`src/hdl/abc_pkg.sv`:
```
package abc_pkg;
  // Register offsets
  localparam logic [7:0] ID_OFFSET = 8'h00;
  localparam logic [7:0] GUARD_OFFSET = 8'h02;
  localparam logic [7:0] BOOST_VOLT_OFFSET = 8'h03;
  localparam logic [7:0] COIL_LIMIT_OFFSET = 8'h04;
  localparam logic [7:0] GAIN_OFFSET = 8'h05;
  // Writing this to the identity register restores all defaults
  localparam logic [7:0] SOFT_RESET_KEY = 8'haa;
  // Battery guard field positions and the value read from reserved bits 7:5
  localparam int TRIP_LSB = 3;
  localparam int SW_EN_BIT = 2;
  localparam int CEIL_LSB = 0;
  localparam logic [2:0] GUARD_RSVD = 3'h1;
  // Reset values, and the trip level code that turns on-chip detection off
  localparam logic [1:0] TRIP_RESET = 2'h1;
  localparam logic [1:0] TRIP_OFF = 2'h0;
  localparam logic SW_EN_RESET = 1'b0;
  localparam logic [1:0] CEIL_RESET = 2'h0;
  localparam logic [2:0] BOOST_VOLT_RESET = 3'h5;
  localparam logic [2:0] COIL_LIMIT_RESET = 3'h4;
  localparam logic [3:0] GAIN_RCV_RESET = 4'h2;
  localparam logic [3:0] GAIN_BOOST_RESET = 4'hd;

  typedef struct packed {
    logic [7:0] addr;
    logic [7:0] data;
  } abc_wr_t;
endpackage

```
`src/hdl/abc_config_regs.sv`:
```
// Behaviour
// - Trip level field bits 4:3 forced to 00 while boost is disabled.
// - Trip level 00 disables internal detection; external signal decides safeguard.
// - Trip level 01/10/11 select 3.50V/3.55V/3.60V thresholds; reset 01.
// - Bit 2 enables safeguard mode by software; resets to 0.
// - Bits 1:0 set safeguard ceiling 5.5/5.0/6.0/6.5Vp; reset 00.
// - Boost target 111..100 maps 8.5V..7.75V; reset 101; host avoids 0XX.
// - Coil current limit 000..111 maps 1.50A..4.00A; reset 100.
// - Receiver gain 0000..1000 maps -3.0..9.0dB; reset 0010; host stays below 1001.
// - Boost gain 1001..1111 maps 18.0..27.0dB; reset 1101; host avoids lower codes.
// - Guard register bits 7:5 read 001; other reserved upper bits read zero.
// - Writing 0xaa to the identity register restores all defaults.
`timescale 1ns/1ps
`default_nettype none
module abc_config_regs (
  input wire logic mclk_i, // 200 MHz register clock
  input wire logic rst_b_i, // Async reset, active low
  input wire logic wr_en_i, // Register write strobe
  input wire abc_pkg::abc_wr_t wr_req_i, // Write address and data
  input wire logic rd_en_i, // Register read strobe
  input wire logic [7:0] rd_addr_i, // Read address
  input wire logic boost_en_i, // Boost mode select, same clock
  input wire logic ext_guard_i, // Off-chip safeguard signal pin
  input wire logic batt_low_i, // On-chip battery comparator, async
  output logic [7:0] rd_data_o, // Read data
  output logic rd_valid_o, // Read data valid pulse
  output logic [1:0] trip_level_o, // Battery trip threshold code
  output logic int_detect_en_o, // On-chip threshold detect enable
  output logic guard_sw_en_o, // Software safeguard enable
  output logic [1:0] guard_ceiling_o, // Safeguard output ceiling code
  output logic guard_active_o, // Safeguard mode active
  output logic [2:0] boost_volt_o, // Boost target code
  output logic [2:0] coil_limit_o, // Coil peak current code
  output logic [3:0] gain_o // Amplifier gain code
);
  import abc_pkg::*;

  logic ext_s1, ext_s2, low_s1, low_s2;
  logic gain_reload;

  // One strobe matched against one register offset
  function automatic logic addr_hit(input logic en, input logic [7:0] addr, input logic [7:0] offset);
    return en && (addr == offset);
  endfunction

  wire id_hit = addr_hit(wr_en_i, wr_req_i.addr, ID_OFFSET);
  wire soft_rst = id_hit && wr_req_i.data == SOFT_RESET_KEY;
  wire wr_guard = addr_hit(wr_en_i, wr_req_i.addr, GUARD_OFFSET);
  wire wr_volt = addr_hit(wr_en_i, wr_req_i.addr, BOOST_VOLT_OFFSET);
  wire wr_coil = addr_hit(wr_en_i, wr_req_i.addr, COIL_LIMIT_OFFSET);
  wire wr_gain = addr_hit(wr_en_i, wr_req_i.addr, GAIN_OFFSET);

  wire [1:0] wr_trip = wr_req_i.data[TRIP_LSB+1:TRIP_LSB];
  wire [1:0] kept_trip = soft_rst ? TRIP_RESET : (wr_guard ? wr_trip : trip_level_o);
  wire [1:0] next_trip = boost_en_i ? kept_trip : TRIP_OFF;
  wire next_sw_en = soft_rst ? SW_EN_RESET : (wr_guard ? wr_req_i.data[SW_EN_BIT] : guard_sw_en_o);
  wire [1:0] next_ceil = soft_rst ? CEIL_RESET :
    (wr_guard ? wr_req_i.data[CEIL_LSB+1:CEIL_LSB] : guard_ceiling_o);
  wire [2:0] next_volt = soft_rst ? BOOST_VOLT_RESET : (wr_volt ? wr_req_i.data[2:0] : boost_volt_o);
  wire [2:0] next_coil = soft_rst ? COIL_LIMIT_RESET : (wr_coil ? wr_req_i.data[2:0] : coil_limit_o);
  wire [3:0] mode_gain = boost_en_i ? GAIN_BOOST_RESET : GAIN_RCV_RESET;
  wire [3:0] next_gain = gain_reload ? mode_gain : (wr_gain ? wr_req_i.data[3:0] : gain_o);
  // Threshold 00 hands the decision to the off-chip signal
  wire trip_src = (trip_level_o == TRIP_OFF) ? ext_s2 : low_s2;
  wire next_active = guard_sw_en_o || trip_src;

  wire [7:0] guard_rd = {GUARD_RSVD, trip_level_o, guard_sw_en_o, guard_ceiling_o};
  wire sel_guard = addr_hit(1'b1, rd_addr_i, GUARD_OFFSET);
  wire sel_volt = addr_hit(1'b1, rd_addr_i, BOOST_VOLT_OFFSET);
  wire sel_coil = addr_hit(1'b1, rd_addr_i, COIL_LIMIT_OFFSET);
  wire sel_gain = addr_hit(1'b1, rd_addr_i, GAIN_OFFSET);
  // Unmapped offsets and reserved upper bits read as zero, except guard bits 7:5, which read 001
  wire [7:0] next_rd = sel_guard ? guard_rd :
    sel_volt ? {5'h00, boost_volt_o} :
    sel_coil ? {5'h00, coil_limit_o} :
    sel_gain ? {4'h0, gain_o} : 8'h00;

  always_ff @(posedge mclk_i or negedge rst_b_i) begin
    if (!rst_b_i) begin
      ext_s1 <= 1'b0;
      ext_s2 <= 1'b0;
      low_s1 <= 1'b0;
      low_s2 <= 1'b0;
    end else begin
      ext_s1 <= ext_guard_i;
      ext_s2 <= ext_s1;
      low_s1 <= batt_low_i;
      low_s2 <= low_s1;
    end
  end

  always_ff @(posedge mclk_i or negedge rst_b_i) begin
    if (!rst_b_i) begin
      trip_level_o <= TRIP_RESET;
      int_detect_en_o <= 1'b1;
      guard_sw_en_o <= SW_EN_RESET;
      guard_ceiling_o <= CEIL_RESET;
    end else begin
      trip_level_o <= next_trip;
      int_detect_en_o <= next_trip != TRIP_OFF;
      guard_sw_en_o <= next_sw_en;
      guard_ceiling_o <= next_ceil;
    end
  end

  always_ff @(posedge mclk_i or negedge rst_b_i) begin
    if (!rst_b_i) begin
      boost_volt_o <= BOOST_VOLT_RESET;
      coil_limit_o <= COIL_LIMIT_RESET;
    end else begin
      boost_volt_o <= next_volt;
      coil_limit_o <= next_coil;
    end
  end

  // Async reset cannot see the mode, so the gain reloads at the first edge
  always_ff @(posedge mclk_i or negedge rst_b_i) begin
    if (!rst_b_i) begin
      gain_o <= GAIN_RCV_RESET;
      gain_reload <= 1'b1;
    end else begin
      gain_o <= next_gain;
      gain_reload <= soft_rst;
    end
  end

  always_ff @(posedge mclk_i or negedge rst_b_i) begin
    if (!rst_b_i) begin
      guard_active_o <= 1'b0;
    end else begin
      guard_active_o <= next_active;
    end
  end

  always_ff @(posedge mclk_i or negedge rst_b_i) begin
    if (!rst_b_i) begin
      rd_data_o <= 8'h00;
      rd_valid_o <= 1'b0;
    end else begin
      rd_data_o <= next_rd;
      rd_valid_o <= rd_en_i;
    end
  end

  trip_hold_a: assert property (@(posedge mclk_i) disable iff (!rst_b_i)
    (rst_b_i && !boost_en_i) |=> trip_level_o == TRIP_OFF) else $error("trip level not held at 00");
  ext_select_a: assert property (@(posedge mclk_i) disable iff (!rst_b_i)
    (trip_level_o == TRIP_OFF && !guard_sw_en_o && ext_s2) |=> guard_active_o)
    else $error("external signal ignored");
  detect_flag_a: assert property (@(posedge mclk_i) disable iff (!rst_b_i)
    ##1 int_detect_en_o == (trip_level_o != TRIP_OFF)) else $error("detect enable mismatch");
  trip_write_a: assert property (@(posedge mclk_i) disable iff (!rst_b_i)
    (wr_guard && boost_en_i) |=> trip_level_o == $past(wr_req_i.data[4:3])) else $error("trip write lost");
  sw_en_write_a: assert property (@(posedge mclk_i) disable iff (!rst_b_i)
    wr_guard |=> guard_sw_en_o == $past(wr_req_i.data[SW_EN_BIT]))
    else $error("soft enable write lost");
  ceil_write_a: assert property (@(posedge mclk_i) disable iff (!rst_b_i)
    wr_guard |=> guard_ceiling_o == $past(wr_req_i.data[1:0])) else $error("ceiling write lost");
  volt_write_a: assert property (@(posedge mclk_i) disable iff (!rst_b_i)
    wr_volt |=> boost_volt_o == $past(wr_req_i.data[2:0])) else $error("boost target write lost");
  coil_write_a: assert property (@(posedge mclk_i) disable iff (!rst_b_i)
    wr_coil |=> coil_limit_o == $past(wr_req_i.data[2:0])) else $error("coil limit write lost");
  gain_write_a: assert property (@(posedge mclk_i) disable iff (!rst_b_i)
    (wr_gain && !gain_reload) |=> gain_o == $past(wr_req_i.data[3:0])) else $error("gain write lost");
  guard_read_a: assert property (@(posedge mclk_i) disable iff (!rst_b_i)
    (rd_en_i && rd_addr_i == GUARD_OFFSET) |=> rd_valid_o && rd_data_o[7:5] == 3'h1 &&
    rd_data_o[2] == $past(guard_sw_en_o)) else $error("guard readback wrong");
  soft_defaults_a: assert property (@(posedge mclk_i) disable iff (!rst_b_i)
    soft_rst |=> boost_volt_o == 3'h5 && coil_limit_o == 3'h4 && guard_ceiling_o == 2'h0 && !guard_sw_en_o)
    else $error("soft reset defaults wrong");
  gain_mode_a: assert property (@(posedge mclk_i) disable iff (!rst_b_i)
    soft_rst |=> ##2 gain_o == ($past(boost_en_i) ? GAIN_BOOST_RESET : GAIN_RCV_RESET))
    else $error("gain default wrong");
  gain_reload_a: assert property (@(posedge mclk_i) disable iff (!rst_b_i)
    (rst_b_i && gain_reload) |=> gain_o == ($past(boost_en_i) ? GAIN_BOOST_RESET : GAIN_RCV_RESET))
    else $error("gain reload ignores mode");
  trip_soft_a: assert property (@(posedge mclk_i) disable iff (!rst_b_i)
    (soft_rst && boost_en_i) |=> trip_level_o == TRIP_RESET && int_detect_en_o)
    else $error("trip level not restored");

  // Safeguard source selection
  batt_select_a: assert property (@(posedge mclk_i) disable iff (!rst_b_i)
    (trip_level_o != TRIP_OFF && !guard_sw_en_o) |=> guard_active_o == $past(low_s2))
    else $error("battery comparator not followed");
  guard_idle_a: assert property (@(posedge mclk_i) disable iff (!rst_b_i)
    (trip_level_o == TRIP_OFF && !guard_sw_en_o && !ext_s2) |=> !guard_active_o)
    else $error("safeguard active without request");
  sw_active_a: assert property (@(posedge mclk_i) disable iff (!rst_b_i)
    guard_sw_en_o |=> guard_active_o)
    else $error("software safeguard not active");

  // Settings hold between writes
  guard_hold_a: assert property (@(posedge mclk_i) disable iff (!rst_b_i)
    (rst_b_i && !wr_guard && !soft_rst) |=> $stable(guard_ceiling_o) && $stable(guard_sw_en_o))
    else $error("guard setting drifted");
  volt_hold_a: assert property (@(posedge mclk_i) disable iff (!rst_b_i)
    (rst_b_i && !wr_volt && !soft_rst) |=> $stable(boost_volt_o))
    else $error("boost target drifted");
  coil_hold_a: assert property (@(posedge mclk_i) disable iff (!rst_b_i)
    (rst_b_i && !wr_coil && !soft_rst) |=> $stable(coil_limit_o))
    else $error("coil limit drifted");
  gain_hold_a: assert property (@(posedge mclk_i) disable iff (!rst_b_i)
    (rst_b_i && !wr_gain && !gain_reload) |=> $stable(gain_o))
    else $error("gain drifted");

  // Readback of the narrow registers and unmapped offsets, and the read valid pulse
  volt_read_a: assert property (@(posedge mclk_i) disable iff (!rst_b_i)
    (rd_en_i && rd_addr_i == BOOST_VOLT_OFFSET) |=> rd_valid_o && rd_data_o == {5'h00, $past(boost_volt_o)})
    else $error("boost target readback wrong");
  coil_read_a: assert property (@(posedge mclk_i) disable iff (!rst_b_i)
    (rd_en_i && rd_addr_i == COIL_LIMIT_OFFSET) |=> rd_valid_o && rd_data_o == {5'h00, $past(coil_limit_o)})
    else $error("coil limit readback wrong");
  gain_read_a: assert property (@(posedge mclk_i) disable iff (!rst_b_i)
    (rd_en_i && rd_addr_i == GAIN_OFFSET) |=> rd_valid_o && rd_data_o == {4'h0, $past(gain_o)})
    else $error("gain readback wrong");
  blank_read_a: assert property (@(posedge mclk_i) disable iff (!rst_b_i)
    (rd_en_i && rd_addr_i > GAIN_OFFSET) |=> rd_data_o == 8'h00)
    else $error("unmapped read not zero");
  rd_pulse_a: assert property (@(posedge mclk_i) disable iff (!rst_b_i)
    ##1 rd_valid_o == $past(rd_en_i))
    else $error("read valid pulse wrong");
endmodule
`default_nettype wire

```
`config.mk`:
```
export PLATFORM = sky130hd
export DESIGN_NAME = abc_config_regs
export DESIGN_NICKNAME = d
export VERILOG_FILES = /design/src/hdl/abc_pkg.sv /design/src/hdl/abc_config_regs.sv
export SDC_FILE = /design/constraint.sdc
export NUM_CORES = 1
export LEC_CHECK = 0
export BUFFER_PORTS_ARGS = -buffer_cell sky130_fd_sc_hd__buf_2
export CAP_MARGIN = 0
export CORE_AREA = 2 2 80 74
export DETAILED_ROUTE_END_ITERATION = 10
export DIE_AREA = 0 0 82 76
export PLACE_DENSITY = 0.45
export SETUP_SLACK_MARGIN = 0.02
export SKIP_LAST_GASP = 1
export SLEW_MARGIN = 20
export SYNTH_ARGS = -nofsm -noshare
export SYNTH_HDL_FRONTEND = slang
export SYNTH_SLANG_ARGS = --single-unit
```
`constraint.sdc`:
```
create_clock -name mclk_i -period 0.9 [get_ports mclk_i]
set_input_delay 0.18 -clock mclk_i [delete_from_list [all_inputs] [get_ports mclk_i]]
set_output_delay 0.18 -clock mclk_i [all_outputs]
set_load 0.05 [all_outputs]
```
---- Word-level counts from Yosys, hierarchy flattened ----
Index checks and enable logic that the tools add are counted.
storage, ports and cells
  flip-flop bits (word level) ............. 31
  input bits .............................. 31
  word-level logic and storage cells ...... 57
cells by class
  eq/ne operators ......................... 9
  muxes and demuxes ....................... 19
  reduce and logical (&&, ||, !) cells .... 14
operators by type and width
  kind                                                             number
  8-bit by 2-bit == test with 1-bit output, second input constant  4
  8-bit by 3-bit == test with 1-bit output, second input constant  4
  4-bit two-way mux                                                6
  3-bit two-way mux                                                4
  2-bit two-way mux                                                5
  2-bit nonzero test                                               5
  8-bit == test, second input constant                             1
  8-bit zero test                                                  1
  1-bit logical AND                                                6
  6-bit two-way mux                                                1
  1-bit two-way mux                                                3
  2-bit zero test                                                  1
  1-bit logical OR                                                 1

---- Logic depth before layout (Yosys ltp) ----
  depth after elaboration ................. 6
  gate-level depth with buffers ........... 5
  depth with buffers taken out ............ 4

---- Least setup slack after synthesis ----
No wires, ideal clock.
  path kind ............................... input-to-reg
  start point ............................. input wr_req_i[13] (netlist name)
  end point ............................... register trip_level_o[0]
  arrival time ............................ 1.658 ns
  required time ........................... 0.823 ns
  setup slack ............................. -0.835 ns
  stages .................................. 4
  path buffers ............................ 0
  cells stage by stage .................... or4_4 nor4_4 mux2_4 o21a_1
on the way
  word-level cells in the longest chain between the ends .. 5
  elaborated cells between the ends (all ways) .. 8
ends and longest elaborated chain
  item                                                                         line                                          source
  start, declared                                                              abc_config_regs.sv:19                         input wire abc_pkg::abc_wr_t wr_req_i,
  8-bit by 2-bit == test with 1-bit output or 8-bit zero test (tied branches)  abc_config_regs.sv:43                         return en && (addr == offset);
  1-bit logical AND                                                            abc_config_regs.sv:43
  2-bit two-way mux or 1-bit logical AND (tied branches)                       abc_config_regs.sv:54, abc_config_regs.sv:47
  2-bit two-way mux (*)                                                        abc_config_regs.sv:54                         wire [1:0] kept_trip = soft_rst ? TRIP_RESET : (wr_guard ? wr_trip : trip_level_o);
  2-bit two-way mux (*)                                                        abc_config_regs.sv:55                         wire [1:0] next_trip = boost_en_i ? kept_trip : TRIP_OFF;
  net next_trip[0]                                                             abc_config_regs.sv:55
  end signal, assigned                                                         abc_config_regs.sv:99                         trip_level_o <= next_trip;
  end, declared                                                                abc_config_regs.sv:27                         output logic [1:0] trip_level_o,
The timed path passes the listed nets; every way through them passes the cells marked *.
A chain may end at the register's enable or synchronous reset.

---- Worst setup path after layout ----
  start point ............................. input wr_req_i[13] (netlist name)
  end point ............................... register trip_level_o[1]
The elaborated chain is that of the path after synthesis.

==> results.cfg <==
[run_status]
status = finished with violations
violations = setup timing

[critical_path]
r2r_cells = 4
cp-end-kind = flop
worst_r2r_startpoint = trip_level_o[0]
r2r_end = int_detect_en_o
worstPathArrival_ps = 1610
critPathTopFamily = simple AND/OR/NAND/NOR gates
crit_type = input pin to flop
max_stage_delay_ps = 550
start_kind = input pin
crit_chain = buf_6 -> or4_4 -> nor4_4 -> buf_4 -> mux2i_1 -> nor3b_2
worst-path-max-fanout = 3
cp.required_ps = 1060
cpMaxStageDelayCell = or4_4
worst-path-stages = 6
r2r_slack_ps = -170
worst-path-buf-inv = 2

[placed_design]
place.gp.congestion = 0.776
dp_cells = 266
io_buffers = 54
hpwlAfterDp_mm = 2.87

[sta]
grt_setup_unrepaired = true
hold_violations = 0
fin_ws_ps = -547
maxSlewViolCount = 0
layout_min_cycle_time_ps = 1450
skew_ps = 4.36
finalCritPeriodShare = 1.61
holdWs_ps = 12.0
setup_viol = 48
fmax_mhz = 691

[yosys]
ys_types = 35
syn_area_per_cell_sq_um = 11.7
yosys.area.top_type = dfrtp_1
yosys.area.top_type_share = 0.417
synth.yosys.seq_area_share = 0.556
async_flop_share = 1.00
synth_area_sq_mm = 0.00132
ys_warn_count = 0
ys_top_cells_by_area = dfrtp_1, dfstp_2, mux2i_1, nor2_1, a22o_1
syn-instance-count = 113
synth-edff-count = 0
synth_common_cells = dfrtp_1, mux2i_1, nor2_1, dfstp_2, nand2_1
yosysMostFrequentCell = dfrtp_1
synth-seq-cells = 29
yosys_most_used_dff = dfrtp_1

[clock_network]
cts_tree = yes
cts.clk_slew.worst_paths_ps = 60
cts_max_level = 2
clockRootBuffer = clkbuf_8
clk-insertion-delay-late_ps = 280
cts_buffers = 5
clock_path_buffers = 2
cts_sinks = 29

[finish]
regArea_sq_um = 738
insertedDiodeCount = 0
multi_input_area_sq_um = 658
area_growth_pct = 93.0
nFillCells = 516
layout-drive-gt1-share = 0.643
nets = 254
final_cells = 294

[routing]
drc = 0
dr.pass1.iters = 4
wl_mm = 3.91
drt_iter0_markers = 45
ant_nets = 0
vias_per_cell = 4.38
vias = 1288
wire_per_inst_microns = 13.3

[floorplanning]
core_area_sq_mm = 0.00547
boundaryPins = 57
die_y_microns = 76
initial_core_util = 0.242
die_w_microns = 82
dieArea_sq_mm = 0.00623
row_count = 26

[min_path]
worstHoldStart = ext_guard_i
hold_class = input pin to flop
holdPathStages = 1
holdPathEnd = ext_s1

[grt]
first_global_vias = 1335
grt-ovfl-total = 0
grt_max_degree = 30
antenna_found_initial = 0
grt_usage = 0.132
grt_pass1_wl_mm = 6.31

[power_and_ir_drop]
power.density_mw_per_mm2 = 1300
pwr-share-comb = 0.221
switchingPower_uw = 895
p_leak_uw = 0.00121
p_total_uw = 3300
power.internal_uw = 2410
seq_power_share = 0.424
clock_power_share = 0.355
switching_share = 0.271
irDropWorstVdd_mv = 0.504

[job]
cap_viol_max_count = 0
cell families (layout without fill, tap and decap cells):
family,count (synthesis),in the layout,share of synthesized area
simple gates,39,39,0.189
flops,29,29,0.556
compound gates,20,20,0.103
mux,15,15,0.117
buf+inv,9,119,0.0312
other cells,1,2,0.00284
placed cells by master, fill, tap and decap left out, types with 3 or more instances in the layout:
cell,count
buf_4,37
buf_6,29
buf_2,26
dfrtp_1,19
mux2i_1,11
buf_8,11
nor2_1,10
dfstp_2,7
clkbuf_8,7
inv_1,4
nand2_1,4
o21ai_1,4
nand4_1,3
a22o_1,3
a21oi_1,3
dfrtp_2,3
dlygate4sd3_1,3
worst reg2reg max path, stage by stage (launching register included):
cell     delay [ps]
dfstp_2         570
buf_6           140
nor2_4           40
mux2i_1         130
o21a_1          140
repair_timing:
item / CTS / global route
endpoints found under the hold margin: 24 / 0
hold buffers: 3 / 0
gates resized for setup: 83 / 13
pin swaps: 11 / 11
setup endpoints to repair: 48 / 48
buffers inserted: 14 / 4
power groups by stage:
| stage | combinational (uW) | clock [uW] | sequential (uW) |
|---|---|---|---|
| 5_1_grt | 779 | 1270 | 1400 |
| 6_report | 729 | 1170 | 1400 |
| 3_3_place_gp | 529 | 0 | 1420 |
| 3_5_place_dp | 535 | 0 | 1420 |
| 2_1_floorplan | 119 | 0 | 1560 |
| 4_1_cts | 704 | 1200 | 1400 |
flip-flops by register name, summed over array words and instances, names as in the netlist:
name             count
rd_data_o            6
gain_reload          1
int_detect_en_o      1
coil_limit_o         3
trip_level_o         2
guard_ceiling_o      2
ext_s2               1
gain_o               4
low_s1               1
boost_volt_o         3
low_s2               1
ext_s1               1
rd_valid_o           1
guard_active_o       1
guard_sw_en_o        1
through the flow:
stage | area (sq um) | worst slack, ps | utilization | TNS [ps]
finish | 2550 | -547 | 0.467 | -10550
global route | 2550 | -585 | 0.467 | -12280
CTS | 2470 | -534 | 0.451 | -10540
detailed placement | 1950 | -857 | 0.357 | -14370
global placement | 1950 | -840 | 0.357 | -14200
floorplan | 1370 | -835 | - | -9350
worst max path at each step:
stage | startpoint | end
final | wr_req_i[13] | trip_level_o[1]
after global routing | wr_req_i[13] | guard_ceiling_o[1]
after CTS | wr_req_i[13] | trip_level_o[1]
after detailed placement | wr_req_i[12] | boost_volt_o[1]
after global placement | wr_req_i[13] | trip_level_o[1]
after floorplan | wr_req_i[13] | trip_level_o[0]
final cells by class:
class | count | area share
repair buffers | 107 | 0.372
flip-flops and latches | 29 | 0.289
multi-input cells | 76 | 0.258
clock buffers | 7 | 0.0378
well taps | 70 | 0.0343
inverters | 4 | 0.00589
clock inverters | 1 | 0.00196
metal layers:
| layer | share of wire | GRT usage |
|---|---|---|
| met5 | 0 | 0 |
| met4 | 0.017 | 0.0583 |
| met3 | 0.046 | 0.0261 |
| met2 | 0.54 | 0.229 |
| met1 | 0.40 | 0.154 |
Note: power is estimated with default switching activity, not from simulation.
